`src/hdl/bus_error_consts.svh`:
```
// constants for the backplane bus error capture and address decode block
`ifndef BUS_ERROR_CONSTS_SVH
`define BUS_ERROR_CONSTS_SVH

`define REG_ADDR_W           8
`define REG_ERR_STATUS       8'h19
`define REG_TIMEOUT_ADDR     8'h1a
`define ERR_STATUS_RESET     16'h0000
`define TIMEOUT_ADDR_RESET   32'h0000_0000

`define ST_RDS_IRQ_EN        15
`define ST_CRD               14
`define ST_RDS               13
`define ST_MC_TO_HI          12
`define ST_MC_TO_LO          10
`define ST_MC_ERRCNF         8
`define ST_IF_RDS            7
`define ST_IF_TO_HI          6
`define ST_IF_TO_LO          4
`define ST_IF_ERRCNF         3
`define ST_MC_MULTI          2
`define ST_BUS_NOT_BUSY      1
`define ST_W1C_MASK          16'h7dfc

`define TO_NO_RESPONSE       3'h4
`define TO_DEVICE_BUSY       3'h5
`define TO_WAIT_DATA         3'h6

`define TA_MODE_HI           31
`define TA_MODE_LO           30
`define TA_PROT              29

`define CNF_NO_RESPONSE      2'h0
`define CNF_ACK              2'h1
`define CNF_BUSY             2'h2
`define CNF_ERROR            2'h3

`define TIMEOUT_BUS_CYCLES   512
`define MCLK_PERIOD_NS       10
`define BUS_CYCLE_NS         200
`define BUS_TICK_DIV         (`BUS_CYCLE_NS / `MCLK_PERIOD_NS)

`define PA_IO_BIT            29
`define PA_ADAPTER_BIT       20
`define PA_NODE_MBZ_BIT      17
`define PA_DRIVE_SEL_CODE    3'h1
`define NONMAP_LAST_OFFSET   13'h03fc
`define MAP_FIRST_OFFSET     13'h0800

`endif

```
`src/hdl/bus_error_pkg.sv`:
```
// types for the backplane bus error capture and address decode block
package bus_error_pkg;

	typedef enum logic [2:0] {
		CYC_IDLE,
		CYC_WAIT_CNF,
		CYC_HOLD,
		CYC_ARB,
		CYC_WAIT_DATA
	} cycState_t;

	typedef logic [1:0] cnf_t;

endpackage : bus_error_pkg

```
`src/hdl/bus_error_capture_decode.sv`:
```
// bus error status, timeout address capture, retry timer and address decoder
`include "bus_error_consts.svh"

module bus_error_capture_decode
	import bus_error_pkg::*;
#(
	parameter int TIMEOUT_TICKS = `TIMEOUT_BUS_CYCLES
) (
	input  wire logic        mclk,
	input  wire logic        rst_n,
	input  wire logic [7:0]  regAddr,
	input  wire logic [31:0] regWdata,
	input  wire logic        regWr,
	input  wire logic        regRd,
	output logic      [31:0] regRdata,
	output logic             busTick,
	input  wire logic        cycStart,
	input  wire logic        cycIfetch,
	input  wire logic        cycRead,
	input  wire logic [29:0] cycAddr,
	input  wire logic [1:0]  cycMode,
	input  wire logic        cycProt,
	input  wire logic        cnfValid,
	input  wire cnf_t        confirmationLines,
	input  wire logic        arbGrant,
	input  wire logic        readDataEvt,
	input  wire logic        readDataCrd,
	input  wire logic        readDataRds,
	output logic             retryReq,
	output logic             arbReq,
	output logic             cycDone,
	output logic             machineCheck,
	output logic             rdsIrq,
	input  wire logic [29:0] decAddr,
	input  wire logic [15:0] storageNodeMask,
	output logic             decMemory,
	output logic             decIo,
	output logic             decIllegal,
	output logic             decAdapterSel,
	output logic      [1:0]  decAdapterNum,
	output logic      [17:0] decDevAddr,
	output logic             decNodeSel,
	output logic      [3:0]  decArbLevel,
	output logic             decDriveSel,
	output logic      [2:0]  decDrive,
	output logic      [4:0]  decDriveReg,
	output logic             decIntRegSel,
	output logic      [12:0] decIntOffset,
	output logic             decMapReg,
	output logic             decNonMapReg
);

	localparam int TICK_DIV = `BUS_TICK_DIV;

	// ---------------- bus cycle enable
	logic [7:0] divCnt_q;
	logic       tickNow;

	assign tickNow = (divCnt_q == 8'(TICK_DIV - 1));
	assign busTick = tickNow;

	always_ff @(posedge mclk) begin
		if (!rst_n || tickNow) begin
			divCnt_q <= 8'h00;
		end else begin
			divCnt_q <= divCnt_q + 8'h01;
		end
	end

	// ---------------- cycle retry and timeout engine
	cycState_t  state_q;
	cycState_t  state_d;
	logic [9:0] toCnt_q;
	logic       srcIfetch_q;
	logic       srcRead_q;
	cnf_t       lastCnf_q;
	logic [29:0] capAddr_q;
	logic [1:0]  capMode_q;
	logic        capProt_q;

	wire active     = (state_q != CYC_IDLE);
	wire limitHit   = active && tickNow && (toCnt_q == 10'(TIMEOUT_TICKS - 1));
	wire cnfHere    = (state_q == CYC_WAIT_CNF) && cnfValid;
	wire gotNoResp  = cnfHere && (confirmationLines == `CNF_NO_RESPONSE);
	wire gotBusy    = cnfHere && (confirmationLines == `CNF_BUSY);
	wire gotAck     = cnfHere && (confirmationLines == `CNF_ACK);
	wire gotErr     = cnfHere && (confirmationLines == `CNF_ERROR);
	wire dataHere   = (state_q == CYC_WAIT_DATA) && readDataEvt;
	wire timeoutEvt = limitHit && !gotAck && !gotErr && !dataHere;

	// timeout class follows where the cycle was stuck when the limit hit
	logic [2:0] toCode;
	assign toCode = (state_q == CYC_WAIT_DATA) ? `TO_WAIT_DATA :
		(lastCnf_q == `CNF_BUSY) ? `TO_DEVICE_BUSY : `TO_NO_RESPONSE;

	always_comb begin
		state_d = state_q;
		unique case (state_q)
			CYC_IDLE: begin
				if (cycStart) begin
					state_d = CYC_WAIT_CNF;
				end
			end
			CYC_WAIT_CNF: begin
				if (gotAck) begin
					state_d = srcRead_q ? CYC_WAIT_DATA : CYC_IDLE;
				end else if (gotErr) begin
					state_d = CYC_IDLE;
				end else if (gotNoResp || gotBusy) begin
					state_d = CYC_HOLD;
				end
			end
			CYC_HOLD: begin
				if (tickNow) begin
					state_d = (lastCnf_q == `CNF_BUSY) ? CYC_ARB : CYC_WAIT_CNF;
				end
			end
			CYC_ARB: begin
				if (arbGrant) begin
					state_d = CYC_WAIT_CNF;
				end
			end
			CYC_WAIT_DATA: begin
				if (readDataEvt) begin
					state_d = CYC_IDLE;
				end
			end
		endcase
		if (timeoutEvt) begin
			state_d = CYC_IDLE;
		end
	end

	wire holdDone = (state_q == CYC_HOLD) && tickNow;

	assign retryReq = ((holdDone && (lastCnf_q != `CNF_BUSY)) ||
		((state_q == CYC_ARB) && arbGrant)) && !timeoutEvt;
	assign arbReq   = (state_q == CYC_ARB);
	assign cycDone  = (gotAck && !srcRead_q) || gotErr || dataHere;
	assign machineCheck = timeoutEvt || gotErr;

	always_ff @(posedge mclk) begin
		if (!rst_n) begin
			state_q <= CYC_IDLE;
		end else begin
			state_q <= state_d;
		end
	end

	// counted in bus cycles from the first command/address attempt
	always_ff @(posedge mclk) begin
		if (!rst_n || (state_q == CYC_IDLE)) begin
			toCnt_q <= 10'h000;
		end else if (tickNow) begin
			toCnt_q <= toCnt_q + 10'h001;
		end
	end

	always_ff @(posedge mclk) begin
		if (!rst_n) begin
			srcIfetch_q <= 1'b0;
			srcRead_q   <= 1'b0;
			capAddr_q   <= 30'h0000_0000;
			capMode_q   <= 2'h0;
			capProt_q   <= 1'b0;
		end else if (cycStart && !active) begin
			srcIfetch_q <= cycIfetch;
			srcRead_q   <= cycRead || cycIfetch;
			capAddr_q   <= cycAddr;
			capMode_q   <= cycMode;
			capProt_q   <= cycProt;
		end
	end

	always_ff @(posedge mclk) begin
		if (!rst_n || (cycStart && !active)) begin
			lastCnf_q <= `CNF_ACK;
		end else if (cnfHere) begin
			lastCnf_q <= confirmationLines;
		end
	end

	// ---------------- error status register
	logic [15:0] status_q;
	logic [15:0] status_d;
	logic [31:0] toAddr_q;

	wire wrStatus = regWr && (regAddr == `REG_ERR_STATUS);
	wire [15:0] clrVec = wrStatus ? (regWdata[15:0] & `ST_W1C_MASK) : 16'h0000;

	wire mcTimeout = timeoutEvt && !srcIfetch_q;
	wire ifTimeout = timeoutEvt && srcIfetch_q;
	wire mcErr     = gotErr && !srcIfetch_q;
	wire ifErr     = gotErr && srcIfetch_q;
	wire mcEvent   = mcTimeout || mcErr;
	wire mcPending = status_q[`ST_MC_TO_HI] || status_q[`ST_MC_ERRCNF];

	logic [15:0] setVec;
	always_comb begin
		setVec = 16'h0000;
		setVec[`ST_CRD]       = dataHere && readDataCrd;
		setVec[`ST_RDS]       = dataHere && readDataRds && !srcIfetch_q;
		setVec[`ST_IF_RDS]    = dataHere && readDataRds && srcIfetch_q;
		setVec[`ST_MC_ERRCNF] = mcErr;
		setVec[`ST_IF_ERRCNF] = ifErr;
		setVec[`ST_MC_MULTI]  = mcEvent && mcPending;
	end

	// a 1 written to a field's top bit clears the whole code; a new timeout wins
	wire [2:0] mcField = mcTimeout ? toCode :
		clrVec[`ST_MC_TO_HI] ? 3'h0 : status_q[`ST_MC_TO_HI:`ST_MC_TO_LO];
	wire [2:0] ifField = ifTimeout ? toCode :
		clrVec[`ST_IF_TO_HI] ? 3'h0 : status_q[`ST_IF_TO_HI:`ST_IF_TO_LO];

	always_comb begin
		status_d = (status_q & ~clrVec) | setVec;
		status_d[`ST_RDS_IRQ_EN] = wrStatus ? regWdata[`ST_RDS_IRQ_EN] : status_q[`ST_RDS_IRQ_EN];
		status_d[`ST_MC_TO_HI:`ST_MC_TO_LO] = mcField;
		status_d[`ST_IF_TO_HI:`ST_IF_TO_LO] = ifField;
		status_d[`ST_BUS_NOT_BUSY] = 1'b0;
		status_d[9] = 1'b0;
		status_d[0] = 1'b0;
	end

	always_ff @(posedge mclk) begin
		if (!rst_n) begin
			status_q <= `ERR_STATUS_RESET;
		end else begin
			status_q <= status_d;
		end
	end

	// level, held until software clears both substitute flags or the enable
	assign rdsIrq = status_q[`ST_RDS_IRQ_EN] && (status_q[`ST_RDS] || status_q[`ST_IF_RDS]);

	// ---------------- timeout address capture
	wire [31:0] toAddrNew = {capMode_q, capProt_q, 1'b0, capAddr_q[29:2]};

	always_ff @(posedge mclk) begin
		if (!rst_n) begin
			toAddr_q <= `TIMEOUT_ADDR_RESET;
		end else if (mcTimeout) begin
			toAddr_q <= toAddrNew;
		end
	end

	// ---------------- register read port
	wire [15:0] statusView = {status_q[15:2], !active, 1'b0};
	wire [31:0] rdMux = (regAddr == `REG_ERR_STATUS)   ? {16'h0000, statusView} :
		(regAddr == `REG_TIMEOUT_ADDR) ? toAddr_q : 32'h0000_0000;

	always_ff @(posedge mclk) begin
		if (!rst_n) begin
			regRdata <= 32'h0000_0000;
		end else if (regRd) begin
			regRdata <= rdMux;
		end
	end

	// ---------------- physical byte address decoder
	wire aIo      = decAddr[`PA_IO_BIT];
	wire aAdapter = decAddr[`PA_ADAPTER_BIT];
	wire aHighBad = |decAddr[28:21];
	wire aNodeBad = !aAdapter && (decAddr[`PA_NODE_MBZ_BIT] || (|decAddr[19:18]));
	wire aIllegal = aIo && (aHighBad || aNodeBad);
	wire aNode    = aIo && !aHighBad && !aAdapter && !aNodeBad;
	wire aStorage = aNode && storageNodeMask[decAddr[16:13]];
	wire aDrive   = aStorage && (decAddr[12:10] == `PA_DRIVE_SEL_CODE);
	wire aIntReg  = aStorage && !aDrive;
	wire aMap     = aIntReg && (decAddr[12:0] >= `MAP_FIRST_OFFSET);
	wire aNonMap  = aIntReg && (decAddr[12:0] <= `NONMAP_LAST_OFFSET);

	// registered so decode results line up with the data output timing
	always_ff @(posedge mclk) begin
		if (!rst_n) begin
			decMemory     <= 1'b0;
			decIo         <= 1'b0;
			decIllegal    <= 1'b0;
			decAdapterSel <= 1'b0;
			decAdapterNum <= 2'h0;
			decDevAddr    <= 18'h0_0000;
			decNodeSel    <= 1'b0;
			decArbLevel   <= 4'h0;
			decDriveSel   <= 1'b0;
			decDrive      <= 3'h0;
			decDriveReg   <= 5'h00;
			decIntRegSel  <= 1'b0;
			decIntOffset  <= 13'h0000;
			decMapReg     <= 1'b0;
			decNonMapReg  <= 1'b0;
		end else begin
			decMemory     <= !aIo;
			decIo         <= aIo;
			decIllegal    <= aIllegal;
			decAdapterSel <= aIo && !aHighBad && aAdapter;
			decAdapterNum <= decAddr[19:18];
			decDevAddr    <= decAddr[17:0];
			decNodeSel    <= aNode;
			decArbLevel   <= decAddr[16:13];
			decDriveSel   <= aDrive;
			decDrive      <= decAddr[9:7];
			decDriveReg   <= decAddr[6:2];
			decIntRegSel  <= aIntReg;
			decIntOffset  <= decAddr[12:0];
			decMapReg     <= aMap;
			decNonMapReg  <= aNonMap;
		end
	end

endmodule : bus_error_capture_decode

```
`config.mk`:
```
export PLATFORM = sky130hd
export DESIGN_NAME = bus_error_capture_decode
export DESIGN_NICKNAME = d
export VERILOG_FILES = /design/src/hdl/bus_error_pkg.sv /design/src/hdl/bus_error_capture_decode.sv
export VERILOG_INCLUDE_DIRS = /design/src /design/src/hdl
export SDC_FILE = /design/constraint.sdc
export NUM_CORES = 1
export LEC_CHECK = 0
export BUFFER_PORTS_ARGS = -buffer_cell sky130_fd_sc_hd__buf_2
export CAP_MARGIN = 20
export CORE_MARGIN = 2
export CORE_UTILIZATION = 35
export CTS_CLUSTER_DIAMETER = 30
export DETAILED_ROUTE_END_ITERATION = 7
export HOLD_SLACK_MARGIN = 0.06
export PLACE_DENSITY_LB_ADDON = 0.05
export RECOVER_POWER = 25
export SKIP_CTS_REPAIR_TIMING = 1
export SYNTH_ARGS = -nofsm -noshare
export SYNTH_HDL_FRONTEND = slang
export SYNTH_SLANG_ARGS = --single-unit
```
`constraint.sdc`:
```
create_clock -name mclk -period 2.2 [get_ports mclk]
set_input_delay 0.44 -clock mclk [delete_from_list [all_inputs] [get_ports mclk]]
set_output_delay 0.44 -clock mclk [all_outputs]
set_load 0.005 [all_outputs]
```
### Word level (Yosys, flattened, before mapping)

Cells that the tools add are included.

* ROM bits: 0
* latch bits: 0
* output and inout bits: 92
* memory bits (writable): 0
* memories kept: 0
* input port bits: 133
* register bits: 191

* add/subtract/negate cells: 2
* muxes and demuxes: 21
* shift operators: 0
* eq/ne operators: 19
* $mul: 0
* bitwise logic cells: 4
* magnitude comparators: 3
* div/mod/pow operators: 0
* reduce and logical (&&, ||, !) cells: 75

Operators by type and width (number)
* $mux 32: 2
* $logic_and 1x1->1: 39
* $mux 3: 12
* $eq 8x5->1 const B: 3
* $and 15x15->15: 1
* $mux 15: 1
* $not 15->15: 1
* $or 15x15->15: 1
* $pmux 3 s5: 1
* $logic_or 1x1->1: 14
* $ge 13x12->1 const B: 1
* $le 13x10->1 const B: 1
* $logic_not 1->1: 13
* $add 10x1->10 const B: 1
* $eq 10x9->1 const B: 1
* $ne 2x2->1 const B: 5
* $add 8x1->8 const B: 1
* $reduce_or 8->1: 1
* $eq 2x2->1 const B: 3
* $eq 3x1->1 const B: 2
* $eq 3x2->1 const B: 2
* $lt 4x5->1 const B: 1
* $reduce_and 5->1: 1
* $bmux 1 s4: 1
* other kinds (11): 15

### Logic depth before layout (Yosys ltp)

* depth after elaboration: 11
* depth in mapped cells: 7
* gate-level depth less buffers: 6

### Least setup slack after synthesis

Ideal clock, no wire load.

* kind: register -> output
* start point: reg toCnt_q[0]
* end point: out retryReq
* buffers on the path: 2
* cell stages (with the launch flop): 7
* path slack: 0.208 ns
* arrival: 1.552 ns
* cell sequence: dfxtp_1 ha_1 and2_0 and4b_1 buf_2 buf_2 a211oi_1

* word-level cells in the longest chain between the ends: 7

Ends and longest elaborated chain
* start: declaration: line bus_error_capture_decode.sv:73 `logic [9:0] toCnt_q;`
* start signal: assignment: line bus_error_capture_decode.sv:155 `toCnt_q <= toCnt_q + 10'h001;`
* $eq 10x9->1: line bus_error_capture_decode.sv:82 `wire limitHit = active && tickNow && (toCnt_q == 10'(TIMEOUT_TICKS - 1));`
* $logic_and 1x1->1: line bus_error_capture_decode.sv:82
* $logic_and 1x1->1 (3 in a row): line bus_error_capture_decode.sv:89 `wire timeoutEvt = limitHit && !gotAck && !gotErr && !dataHere;`
* $logic_not 1->1: line bus_error_capture_decode.sv:137 `((state_q == CYC_ARB) && arbGrant)) && !timeoutEvt;`
* $logic_and 1x1->1: line bus_error_capture_decode.sv:136 `` assign retryReq = ((holdDone && (lastCnf_q != `CNF_BUSY)) || ``
* end: declaration: line bus_error_capture_decode.sv:29 `output logic retryReq,`

Every way passes these cells.

### Worst setup path in the final report

* start point: reg divCnt_q[0]
* end point: out retryReq

* word-level cells in the longest chain between the ends: 8

Ends and longest elaborated chain
* start: declaration: line bus_error_capture_decode.sv:56 `logic [7:0] divCnt_q;`
* start signal: assignment: line bus_error_capture_decode.sv:66 `divCnt_q <= divCnt_q + 8'h01;`
* $eq 8x5->1 (*): line bus_error_capture_decode.sv:59 `assign tickNow = (divCnt_q == 8'(TICK_DIV - 1));`
* $logic_and 1x1->1 (2 in a row): line bus_error_capture_decode.sv:82
* $logic_and 1x1->1 (3 in a row): line bus_error_capture_decode.sv:89
* $logic_not 1->1: line bus_error_capture_decode.sv:137
* $logic_and 1x1->1 (*): line bus_error_capture_decode.sv:136

Every way passes the cells marked *; elsewhere a longest branch is shown, timed or not.

==> qor.csv <==
stage;metric;value;unit
status;run status;completed;
floorplanning;die width;144;µm
global_route;total gr overflow;0;
power;Seq pwr share;44.7;%
synth;top-area cell type share of the netlist area;46.4;%
synth;Syn Nets;899;
drt;post-DR wirelength/cell;16.0;µm
synth;post-synthesis average cell area;9.04;µm²
setup_path;Critical Path Source Type;register;
sta;f_max;456;MHz
synth;Yosys warning total;0;
floorplanning;placement row count;51;
setup_path;r2r worst-path depth;8;
global_route;total track usage;18.3;%
drt;DR DRC count;0;
global_route;global-route wire length before repair;29.7;mm
sta;Final setup viols;0;
placed_design;half-perimeter wire length after placement;13.7;mm
global_route;largest net degree at the start of global routing;38;
finish;Post-layout nets;1064;
synth;Post-Syn Instances;764;
sta;Tightest Pin Transition;0.990;ns
synth;Synth Flop Type;dfxtp_1;
setup_path;Reg-to-Reg Start;divCnt_q[1];
synth;Seq cells post-synth;160;
finish;synthesis-to-finish area growth;25.8;%
sta;RSZ-0062 raised after global routing;true;
sta;crit path time final;2.20;ns
floorplanning;Core Area;19400;µm²
power;logic gate share of total power;8.4;%
worst_hold_path;Hold Crit Class;in -> reg;
drt;Via density;4.96;
finish;layout cell share with drive strength beyond 1;32.1;%
clock_network;Clk pin slew, worst setup/hold paths;0.06;ns
power;Sw Pwr;1.57;mW
clock_network;Root Driver;clkbuf_16;
power;maximum vdd drop;0.523;mV
placed_design;Post-DP Area;7960;µm²
drt;Iter 0 DRT Violations;295;
drt;drt pass-1 iters;4;
power;PD cells;777;nW/µm²
placed_design;routability cong.;0.789;
sta;final hold vios;0;
floorplanning;Total Die Area;20900;µm²
clock_network;TritonCTS buffer count;17;
power;leakage power;3.52;nW
drt;final antenna-violating net count;0;
setup_path;crit end category;output port;
drt;DR vias;5991;
global_route;vias in the first global route;5608;
setup_path;Worst R2R Setup Slack;0.28;ns
power;Internal;5.18;mW
finish;Final Instance Area;8680;µm²
global_route;initial antenna violation count;1;
worst_hold_path;Hold Startpoint;decAddr[29];
setup_path;Reg-to-Reg End;toAddr_q[26];
synth;largest cells by area after synthesis;dfxtp_1 46%, a21oi_1 7.6%, o31ai_2 4.9%;
setup_path;CP Class;reg -> out;
synth;number of synthesized flops with an enable pin;0;
sta;Setup Skew;0.00922;ns
synth;Async SR Flop Fraction;0;%
placed_design;# port buffers;198;
run;Max Cap Viol;0;
power;sw frac;23.3;%
clock_network;Clk Latency, worst-skew pair;0.42;ns
worst_hold_path;worst hold endpoint;decMemory;
clock_network;Clock Path Buffers;2;
floorplanning;Starting Density;35.6;%
clock_network;H-tree depth;4;
synth;Yosys cell types;54;
sta;fin crit share;99.8;%
sta;Rel. slew slack;34.0;%
floorplanning;IO Pins;225;
synth;largest area contributor in the synthesized netlist;dfxtp_1;
drt;final wirelength;19.3;mm
clock_network;total clock sinks;160;
sta;Slew Limit Fails;0;
setup_path;highest net fanout along the worst path;4;
synth;post-synthesis sequential area ratio;46.4;%
setup_path;Worst EP required;1.76;ns
clock_network;CTS tree;yes;
setup_path;Worst Path Arrival;1.76;ns
synth;Cell Area, Synth;6900;µm²
power;Clock Power Share;46.9;%
worst_hold_path;worst hold stages;2;
power;total power;6.75;mW
finish;fill count;2026;
synth;Synth top cells by count;160 x dfxtp_1, 105 x a21oi_1, 79 x nand2_1;
synth;most numerous cell in the Yosys netlist;dfxtp_1;
floorplanning;Die Y;144;µm
how the worst max path moves through the flow:
stage                     start           end  slack [ns]
global placement    divCnt_q[0]  machineCheck        0.15
detailed placement  divCnt_q[0]      retryReq        0.14
global route        divCnt_q[1]  machineCheck       -0.06
floorplan            toCnt_q[0]      retryReq        0.21
CTS                 divCnt_q[0]      retryReq       -0.32
finish              divCnt_q[0]      retryReq       0.005
metal layers:
metal  global-route usage (%)  wire, µm  vias to the layer above
li1                         -         -                     2999
met1                     24.9      9160                     2832
met2                     29.5      8880                      138
met3                     3.05       955                       22
met4                     5.98       286                        0
met5                        0         0                        -
cell type report:
class                      count  area, µm²  share of cell area (%)
sequential                   160       3210                    37.0
multi-input combinational    504       3180                    36.6
inverter                      15       56.3                   0.649
antenna                        1       2.50                  0.0288
clock buffer                  20        457                    5.26
timing repair buffer         231       1270                    14.6
clock inverter                11        178                    2.05
tap                          265        332                    3.82
sequential cells by signal, summed over array words and instances (netlist names), 2 cells and up:
signal,flops
state_q,3
regRdata,31
toCnt_q,10
capMode_q,2
toAddr_q,31
decAdapterNum,2
divCnt_q,8
lastCnf_q,2
decDevAddr,18
capAddr_q,28
status_q,13
per-stage QoR:
step | instances | util [%] | TNS, ns | setup slack, ns | hold WS [ns]
after floorplan | 764 | - | 0 | 0.208 | 0.426
after global routing | 1207 | 44.8 | -0.113 | -0.0575 | 0.194
after global placement | 1166 | 41.0 | 0 | 0.152 | 0.439
after detailed placement | 1166 | 41.0 | 0 | 0.141 | 0.448
after CTS | 1197 | 44.3 | -0.758 | -0.322 | 0.174
final | 1207 | 44.8 | 0 | 0.00470 | 0.192
placed cells by master, fill, tap and decap left out, types with 17 or more instances in the layout:
master,Yosys,final
buf_2,20,188
nand4_1,42,42
buf_4,28,26
clkbuf_16,0,17
nand2_1,79,79
o31ai_2,27,27
dfxtp_1,160,155
a21oi_1,105,105
nor2b_1,21,21
nor2_1,42,42
nand3_1,24,23
nand2b_1,20,20
critical path, cell delays in order, from the launching register on:
cell	delay (ns)
dfxtp_4	0.35
ha_4	0.17
and4bb_4	0.21
and4b_2	0.26
a211oi_2	0.20
buf_2	0.14
power by group through the flow:
stage,clock network [mW],logic (mW),registers [mW]
2_1_floorplan,0,0.345,3.07
3_3_place_gp,0,0.556,3.08
3_5_place_dp,0,0.563,3.08
4_1_cts,3.24,0.564,3.02
5_1_grt,3.37,0.628,3.02
6_report,3.17,0.566,3.02
kinds of logic after synthesis:
logic type,after synthesis,synth area share [%]
buffers and inverters,100,7.97
DFF,160,46.4
xor gates and xnor gates,13,1.65
adders and majority gates,2,0.362
muxes,13,2.63
AOI/OAI and AO/OA,177,17.7
and+or+nand+nor,298,23.2
other,1,0.0543
Power figures use the tool's default switching activity.
